[config.mk]
export PLATFORM = sky130hd
export DESIGN_NAME = spd_power_down
export DESIGN_NICKNAME = d
export VERILOG_FILES = /design/src/core/spd_pkg.sv /design/src/core/spd_power_down.sv
export SDC_FILE = /design/constraint.sdc
export NUM_CORES = 1
export LEC_CHECK = 0
export BUFFER_PORTS_ARGS = -buffer_cell sky130_fd_sc_hd__buf_4
export CORE_UTILIZATION = 51
export DETAILED_ROUTE_END_ITERATION = 10
export GPL_TIMING_DRIVEN = 1
export PLACE_DENSITY = 0.79
export SYNTH_ARGS = -nofsm -noshare
export SYNTH_HDL_FRONTEND = slang
export SYNTH_SLANG_ARGS = --single-unit
[constraint.sdc]
create_clock -name clk_sys -period 1.51 [get_ports clk_sys]
set_clock_uncertainty 0.05 [all_clocks]
set_input_delay 0.302 -clock clk_sys [delete_from_list [all_inputs] [get_ports clk_sys]]
set_output_delay 0.302 -clock clk_sys [all_outputs]
set_load 0.02 [all_outputs]
[src/core/spd_pkg.sv]
`default_nettype none
package spd_pkg;
  // ==========================================
  // timing figures and cycle counts (25 MHz clock)
  localparam int CLK_PERIOD_PS = 40000;
  localparam int HOLD_AFTER_ENTRY_PS = 5000;
  localparam int HOLD_AFTER_ENTRY_NCK = 5;
  localparam int MIN_PULSE_PS = 7500;
  localparam int MIN_PULSE_NCK = 4;
  localparam int EXIT_LATENCY_PS = 7500;
  localparam int EXIT_LATENCY_NCK = 5;
  // least times round up, at least one cycle
  localparam int HOLD_PS_CYC = (HOLD_AFTER_ENTRY_PS + CLK_PERIOD_PS - 1) / CLK_PERIOD_PS;
  localparam int PULSE_PS_CYC = (MIN_PULSE_PS + CLK_PERIOD_PS - 1) / CLK_PERIOD_PS;
  localparam int EXIT_PS_CYC = (EXIT_LATENCY_PS + CLK_PERIOD_PS - 1) / CLK_PERIOD_PS;
  localparam int CNT_W = 4;
  // ==========================================
  // axi4-lite register map
  localparam logic [3:0] ADDR_CTRL = 4'h0;
  localparam logic [3:0] ADDR_STATUS = 4'h4;
  localparam logic [3:0] ADDR_TERM = 4'h8;
  localparam logic [31:0] CTRL_RESET = 32'h0000_0000;
  localparam logic [31:0] TERM_RESET = 32'h0000_0000;
  localparam int CTRL_BANKS_OPEN_BIT = 0;
  localparam int CTRL_SELF_REFRESH_BIT = 1;
  localparam int CTRL_OPS_BUSY_BIT = 2;
  localparam int CTRL_EXT_TERM_BIT = 3;
  localparam int CTRL_IO_SUPPLY_OK_BIT = 4;
  localparam int TERM_LO = 4;
  localparam int TERM_HI = 6;
  localparam logic [1:0] RESP_OKAY = 2'b00;
  localparam logic [1:0] RESP_SLVERR = 2'b10;
  // ==========================================
  // power-down variants
  typedef enum logic [2:0] {
    PD_NONE = 3'b001,
    PD_IDLE = 3'b010,
    PD_ACTIVE = 3'b100
  } spd_variant_t;
  typedef enum logic [3:0] {
    ST_RUN = 4'b0001,
    ST_HOLD = 4'b0010,
    ST_DOWN = 4'b0100,
    ST_EXIT = 4'b1000
  } spd_state_t;
endpackage : spd_pkg
`default_nettype wire

[src/core/spd_power_down.sv]
// Overview of operation
// - enter power-down when clock-enable falls
// - finish activate/precharge/refresh before low current
// - entry deactivates buffers except enable, reset
// - receivers off after clock hold window
// - no refresh unless self-refresh power-down
// - exit when clock-enable rises, minimum pulse not enforced
// - idle, active, self-refresh variants by entry
// - command bus termination kept during power-down
`timescale 1ns/100ps
`default_nettype none
module spd_power_down (
  input wire logic clk_sys,
  input wire logic rstn,
  input wire logic cke_pin,
  input wire logic ck_pin,
  input wire logic cs_pin,
  input wire logic [5:0] command_address_bus,
  input wire logic [3:0] s_axi_awaddr,
  input wire logic s_axi_awvalid,
  output logic s_axi_awready,
  input wire logic [31:0] s_axi_wdata,
  input wire logic [3:0] s_axi_wstrb,
  input wire logic s_axi_wvalid,
  output logic s_axi_wready,
  output logic [1:0] s_axi_bresp,
  output logic s_axi_bvalid,
  input wire logic s_axi_bready,
  input wire logic [3:0] s_axi_araddr,
  input wire logic s_axi_arvalid,
  output logic s_axi_arready,
  output logic [31:0] s_axi_rdata,
  output logic [1:0] s_axi_rresp,
  output logic s_axi_rvalid,
  input wire logic s_axi_rready,
  output logic power_down,
  output logic buffers_off,
  output logic receivers_off,
  output logic low_current,
  output logic refresh_run,
  output logic ca_term_on,
  output logic cmd_ready,
  output logic [5:0] cmd_q,
  output logic cmd_valid
);
  // ==========================================
  // pin synchronisers
  logic [2:0] cke_s_q, cke_s_d;
  logic [2:0] ck_s_q, ck_s_d;
  logic [1:0] cs_s_q, cs_s_d;
  logic [5:0] ca_s1_q, ca_s2_q;
  logic cke;
  logic ck_rise;
  always_comb begin
    cke_s_d = {cke_s_q[1:0], cke_pin};
    ck_s_d = {ck_s_q[1:0], ck_pin};
    cs_s_d = {cs_s_q[0], cs_pin};
  end
  always_ff @(posedge clk_sys) begin
    if (!rstn) begin
      cke_s_q <= 3'h7; // idle level high, else false entry after reset
      ck_s_q <= 3'h0;
      cs_s_q <= 2'h0;
      ca_s1_q <= 6'h00;
      ca_s2_q <= 6'h00;
    end else begin
      cke_s_q <= cke_s_d;
      ck_s_q <= ck_s_d;
      cs_s_q <= cs_s_d;
      ca_s1_q <= command_address_bus;
      ca_s2_q <= ca_s1_q;
    end
  end
  assign cke = cke_s_q[1];
  assign ck_rise = ck_s_q[1] & ~ck_s_q[2];
  // ==========================================
  // register file
  logic [31:0] ctrl_q, ctrl_d, term_q, term_d;
  logic aw_hold_q, aw_hold_d, w_hold_q, w_hold_d;
  logic [3:0] awaddr_q, awaddr_d;
  logic [31:0] wdata_q, wdata_d;
  logic bvalid_q, bvalid_d, rvalid_q, rvalid_d;
  logic [1:0] bresp_q, bresp_d, rresp_q, rresp_d;
  logic [31:0] rdata_q, rdata_d;
  logic [31:0] status_w;
  logic [31:0] wmask;
  logic do_write;
  spd_pkg::spd_state_t st_q, st_d;
  spd_pkg::spd_variant_t var_q, var_d;
  always_comb begin
    aw_hold_d = aw_hold_q;
    w_hold_d = w_hold_q;
    awaddr_d = awaddr_q;
    wdata_d = wdata_q;
    bvalid_d = bvalid_q;
    bresp_d = bresp_q;
    ctrl_d = ctrl_q;
    term_d = term_q;
    rvalid_d = rvalid_q;
    rresp_d = rresp_q;
    rdata_d = rdata_q;
    wmask = 32'h0000_0000;
    for (int i = 0; i < 4; i++) begin
      wmask[i*8 +: 8] = {8{s_axi_wstrb[i]}};
    end
    if (s_axi_awvalid && s_axi_awready) begin
      aw_hold_d = 1'b1;
      awaddr_d = s_axi_awaddr;
    end
    if (s_axi_wvalid && s_axi_wready) begin
      w_hold_d = 1'b1;
      wdata_d = (wdata_q & ~wmask) | (s_axi_wdata & wmask);
    end
    do_write = aw_hold_q && w_hold_q && !bvalid_q;
    if (do_write) begin
      aw_hold_d = 1'b0;
      w_hold_d = 1'b0;
      bvalid_d = 1'b1;
      bresp_d = spd_pkg::RESP_OKAY;
      case (awaddr_q)
        spd_pkg::ADDR_CTRL: ctrl_d = wdata_q;
        spd_pkg::ADDR_TERM: term_d = wdata_q;
        spd_pkg::ADDR_STATUS: bresp_d = spd_pkg::RESP_OKAY;
        default: bresp_d = spd_pkg::RESP_SLVERR;
      endcase
    end
    if (bvalid_q && s_axi_bready) begin
      bvalid_d = 1'b0;
    end
    if (s_axi_arvalid && s_axi_arready) begin
      rvalid_d = 1'b1;
      rresp_d = spd_pkg::RESP_OKAY;
      case (s_axi_araddr)
        spd_pkg::ADDR_CTRL: rdata_d = ctrl_q;
        spd_pkg::ADDR_STATUS: rdata_d = status_w;
        spd_pkg::ADDR_TERM: rdata_d = term_q;
        default: begin
          rdata_d = 32'h0000_0000;
          rresp_d = spd_pkg::RESP_SLVERR;
        end
      endcase
    end else if (rvalid_q && s_axi_rready) begin
      rvalid_d = 1'b0;
    end
  end
  always_ff @(posedge clk_sys) begin
    if (!rstn) begin
      aw_hold_q <= 1'b0;
      w_hold_q <= 1'b0;
      awaddr_q <= 4'h0;
      wdata_q <= 32'h0000_0000;
      bvalid_q <= 1'b0;
      bresp_q <= 2'h0;
      ctrl_q <= spd_pkg::CTRL_RESET;
      term_q <= spd_pkg::TERM_RESET;
      rvalid_q <= 1'b0;
      rresp_q <= 2'h0;
      rdata_q <= 32'h0000_0000;
    end else begin
      aw_hold_q <= aw_hold_d;
      w_hold_q <= w_hold_d;
      awaddr_q <= awaddr_d;
      wdata_q <= wdata_d;
      bvalid_q <= bvalid_d;
      bresp_q <= bresp_d;
      ctrl_q <= ctrl_d;
      term_q <= term_d;
      rvalid_q <= rvalid_d;
      rresp_q <= rresp_d;
      rdata_q <= rdata_d;
    end
  end
  assign s_axi_awready = !aw_hold_q;
  assign s_axi_wready = !w_hold_q;
  assign s_axi_bvalid = bvalid_q;
  assign s_axi_bresp = bresp_q;
  assign s_axi_arready = !rvalid_q;
  assign s_axi_rvalid = rvalid_q;
  assign s_axi_rresp = rresp_q;
  assign s_axi_rdata = rdata_q;
  // ==========================================
  // power-down state machine
  logic [spd_pkg::CNT_W-1:0] ns_q, ns_d, nck_q, nck_d;
  logic hold_done;
  assign hold_done = (ns_q >= spd_pkg::CNT_W'(spd_pkg::HOLD_PS_CYC))
    && (nck_q >= spd_pkg::CNT_W'(spd_pkg::HOLD_AFTER_ENTRY_NCK));
  always_comb begin
    st_d = st_q;
    var_d = var_q;
    ns_d = ns_q;
    nck_d = nck_q;
    if (ns_q != {spd_pkg::CNT_W{1'b1}}) ns_d = ns_q + 1'b1;
    if (ck_rise && nck_q != {spd_pkg::CNT_W{1'b1}}) nck_d = nck_q + 1'b1;
    case (st_q)
      spd_pkg::ST_RUN: begin
        if (!cke) begin
          st_d = spd_pkg::ST_HOLD;
          ns_d = '0;
          nck_d = '0;
          // variant frozen at entry
          if (ctrl_q[spd_pkg::CTRL_SELF_REFRESH_BIT]) var_d = spd_pkg::PD_NONE;
          else if (ctrl_q[spd_pkg::CTRL_BANKS_OPEN_BIT]) var_d = spd_pkg::PD_ACTIVE;
          else var_d = spd_pkg::PD_IDLE;
        end
      end
      spd_pkg::ST_HOLD: begin
        if (cke) begin
          st_d = spd_pkg::ST_EXIT;
          ns_d = '0;
          nck_d = '0;
        end else if (hold_done) begin
          st_d = spd_pkg::ST_DOWN;
        end
      end
      spd_pkg::ST_DOWN: begin
        if (cke) begin
          st_d = spd_pkg::ST_EXIT;
          ns_d = '0;
          nck_d = '0;
        end
      end
      spd_pkg::ST_EXIT: begin
        if (!cke) begin
          st_d = spd_pkg::ST_HOLD;
          ns_d = '0;
          nck_d = '0;
        end else if (ns_q >= spd_pkg::CNT_W'(spd_pkg::EXIT_PS_CYC)
            && nck_q >= spd_pkg::CNT_W'(spd_pkg::EXIT_LATENCY_NCK)) begin
          st_d = spd_pkg::ST_RUN;
        end
      end
      default: st_d = spd_pkg::ST_RUN;
    endcase
  end
  always_ff @(posedge clk_sys) begin
    if (!rstn) begin
      st_q <= spd_pkg::ST_RUN;
      var_q <= spd_pkg::PD_NONE;
      ns_q <= '0;
      nck_q <= '0;
    end else begin
      st_q <= st_d;
      var_q <= var_d;
      ns_q <= ns_d;
      nck_q <= nck_d;
    end
  end
  // ==========================================
  // command capture and power outputs
  logic [5:0] cmd_d, cmd_r_q;
  logic cmd_valid_d, cmd_valid_q;
  always_comb begin
    cmd_d = cmd_r_q;
    cmd_valid_d = 1'b0;
    // inputs other than enable, reset ignored while down
    if (st_q == spd_pkg::ST_RUN && cke && cs_s_q[1] && ck_rise) begin
      cmd_d = ca_s2_q;
      cmd_valid_d = 1'b1;
    end
  end
  always_ff @(posedge clk_sys) begin
    if (!rstn) begin
      cmd_r_q <= 6'h00;
      cmd_valid_q <= 1'b0;
    end else begin
      cmd_r_q <= cmd_d;
      cmd_valid_q <= cmd_valid_d;
    end
  end
  assign cmd_q = cmd_r_q;
  assign cmd_valid = cmd_valid_q;
  assign cmd_ready = (st_q == spd_pkg::ST_RUN);
  assign power_down = !cke;
  assign buffers_off = (st_q == spd_pkg::ST_HOLD) || (st_q == spd_pkg::ST_DOWN);
  assign receivers_off = (st_q == spd_pkg::ST_DOWN);
  // internal work must finish first
  assign low_current = buffers_off && !ctrl_q[spd_pkg::CTRL_OPS_BUSY_BIT];
  assign refresh_run = buffers_off && ctrl_q[spd_pkg::CTRL_SELF_REFRESH_BIT];
  assign ca_term_on = (term_q[spd_pkg::TERM_HI:spd_pkg::TERM_LO] != 3'h0)
    && ctrl_q[spd_pkg::CTRL_EXT_TERM_BIT]
    && ctrl_q[spd_pkg::CTRL_IO_SUPPLY_OK_BIT];
  assign status_w = {23'h000000, ca_term_on, low_current, var_q, st_q};
endmodule : spd_power_down
`default_nettype wire

==> metrics.md <==
| Metric | Value |
|---|---|
| Setup crit start kind | `register` |
| Slew Viols, Final | `0` |
| Hold path endpoint | `cke_s_q[0]$_SDFF_PN1_` |
| Total die area | `14500 um^2` |
| Leak | `4.53 nW` |
| Site Rows | `42` |
| Detailed Route Iter0 Violations | `510` |
| Routability cong. | `0.807` |
| Vias/cell | `5.79` |
| Clk_lat worst skew | `0.44 ns` |
| Non-Filler Instances | `1154` |
| # setup viols final | `81` |
| CTS Sinks | `179` |
| Post-synthesis async set-or-reset flop share | `0` |
| Final instance area | `10300 um^2` |
| Total Neg Setup Slack | `-20.33 ns` |
| Sequential fraction of the synthesis area | `0.500` |
| Worst Hold Depth | `2` |
| Die Span X | `121 um` |
| Setup crit start | `s_axi_bvalid$_SDFFE_PP0P_` |
| Pwr Total | `11.6 mW` |
| Largest net degree at the start of global routing | `47` |
| Initial cell density of the core | `0.533` |
| WS Path Type | `register to register` |
| Minimum clock period after layout | `1.89 ns` |
| Pwr Density | `1130 nW/um^2` |
| Initial antenna violation count | `0` |
| Hold crit path type | `input port to register` |
| EDFF count, synth | `0` |
| Port buffer count | `112` |
| Mapped cell area | `7170 um^2` |
| Remaining DRCs | `0` |
| CTS max path bufs | `2` |
| Reg-to-Reg Start | `s_axi_bvalid$_SDFFE_PP0P_` |
| Io pins | `115` |
| Area of the multi-input gates | `4080 um^2` |
| DP Area | `8410 um^2` |
| Status | `finished with violations` |
| First-pass GRT wire length | `31400 um` |
| CTS tree | `done` |
| Reg2Reg Setup Slack | `-0.38 ns` |
| R2R depth | `8` |
| Detailed Routing Iterations Pass 1 | `6` |
| Worst VDD drop | `0.000834 V` |
| WP data arrival | `2.21 ns` |
| Top FF cell, synth | `dfxtp_1` |
| FILL cells | `820` |
| Antenna diodes | `0` |
| Hpwl dp | `10800 um` |
| Core Box Area | `13500 um^2` |
| Layout Utilization | `0.762` |
| Syn Area/Cell | `8.83 um^2` |
| Layout cells sized above 1 | `0.440` |
| Fin worst setup slack | `-0.382 ns` |
| Setup crit end kind | `register` |
| Vias | `6677` |
| Post-Place Worst Slack | `-0.112 ns` |
| Detailed Route WL | `22400 um` |
| Area Overhead vs Synth | `43.1%` |
| Num CTS Buffers | `17` |
| RR Endpoint | `term_q[22]$_SDFFE_PN0P_` |
| WP data required | `1.82 ns` |
| Remaining global-route overflow | `0` |
| Synthesis Warnings | `0` |
| Die Span Y | `121 um` |
| Clk slew on worst S/H paths | `0.07 ns` |
| Hold Vio Cnt, Final | `0` |
| Placed cells | `1092` |
| Total global routing track utilization | `0.283` |
| Worst Hold Launch | `cke_pin` |
| Synthesized instance count | `812` |
| CTS H-tree lvls | `4` |
| Register Area | `3610 um^2` |
| Post-route ant nets | `0` |
| Nets | `1031` |
| Clock root buffer | `clkbuf_16` |
| Yosys reg bits | `179` |
| Failing checks | `negative setup slack` |
| Distinct cells, synth | `53` |
| Hold_ws | `0.00439 ns` |
| Ratio of final minimum period to clock period | `1.25` |
| CP max FO | `8` |
| WL/cell | `19.4 um` |
| RSZ-0062 raised after global routing | `yes` |
| Vias in the first global route | `6268` |
| Max Cap Violations | `0` |
| Fmax | `528 MHz` |
## layer usage
metal / global-route usage / share of wire / up-vias
li1: - / - / 3060
met1: 0.339 / 0.39 / 3194
met2: 0.478 / 0.50 / 330
met3: 0.0566 / 0.068 / 93
met4: 0.150 / 0.048 / 0
met5: 0 / 0 / -
## cell usage after synthesis, types with 2 or more instances
cell type	count	area, um^2
buf_1	6	22.5
a2bb2oi_1	23	201
nand3_1	39	195
inv_2	2	7.51
buf_4	4	30.0
ha_1	6	75.1
nor2b_1	2	12.5
and2_1	19	119
o211ai_1	2	15.0
buf_8	3	45.0
a22oi_1	7	52.6
o21ai_0	13	65.1
and2b_2	2	17.5
nor4_1	2	12.5
buf_2	5	25.0
nor3_1	8	40.0
dfxtp_1	179	3580
clkbuf_1	32	120
nor2_1	63	236
inv_1	8	30.0
nor3b_1	3	22.5
buf_6	8	90.1
clkbuf_8	3	41.3
nand3b_1	3	22.5
xnor2_1	4	35.0
nand2_1	181	679
a21oi_2	22	193
a21oi_1	86	430
a211oi_1	3	22.5
mux2i_1	47	470
nand2b_1	5	31.3
## power breakdown
group,leakage [nW],switching (mW),total (mW),internal [mW]
combinational,2.78,0.956,1.88,0.921
sequential,1.46,0.175,5.05,4.87
clock,0.290,1.96,4.63,2.68
## worst max-delay path, cell delays in order, from the launching register on
cell	delay, ns
dfxtp_2	0.32
and3b_1	0.26
nor4b_4	0.23
buf_4	0.17
buf_6	0.09
and2_4	0.23
buf_16	0.19
nand2_1	0.10
a21oi_2	0.18
## final cells by class
cell class                      count  share of cell area
Clock inverter                     13              0.0170
Sequential cell                   179               0.352
Timing Repair Buffer              191               0.164
Inverter                           10             0.00464
Tap cell                          176              0.0215
Clock buffer                       19              0.0432
Multi-Input combinational cell    566               0.397
## cell usage in the layout (no fill, tap or decap), drive strengths merged, types with 19 or more instances in the layout
cell type and instances:
mux2i 47, buf 190, nand3 39, a21oi 108, dfxtp 179, nor2 63, nand2 182, a2bb2oi 23
and2 20, clkbuf 19
## cells by family (layout without fill, tap and decap cells)
group,count (synthesis),after routing,synth area share
adder cells (fa/ha/maj),6,6,0.0105
buffers and inverters,71,233,0.0574
AND/OR/NAND/NOR,341,344,0.213
XOR/XNOR,4,4,0.00489
multiplexers,47,47,0.0656
other,1,2,0.000523
flip-flops,179,179,0.500
AO/OA/AOI/OAI,163,163,0.148
## how the worst max path moves through the flow
stage	end	cells after the start
after floorplan	ctrl_q[14]$_SDFFE_PN0P_	7
after global placement	ctrl_q[25]$_SDFFE_PN0P_	5
after detailed placement	ctrl_q[22]$_SDFFE_PN0P_	5
after CTS	refresh_run	4
after global routing	term_q[22]$_SDFFE_PN0P_	8
final	term_q[22]$_SDFFE_PN0P_	8
## repair_timing
action	CTS	global route
cloned	8	1
setup buffers	19	8
resized for setup	118	156
endpoints found under the hold margin	1	0
pin swaps	50	79
setup endpoints to repair	65	123
hold buffers	1	0
(Power assumes the default switching activity.)
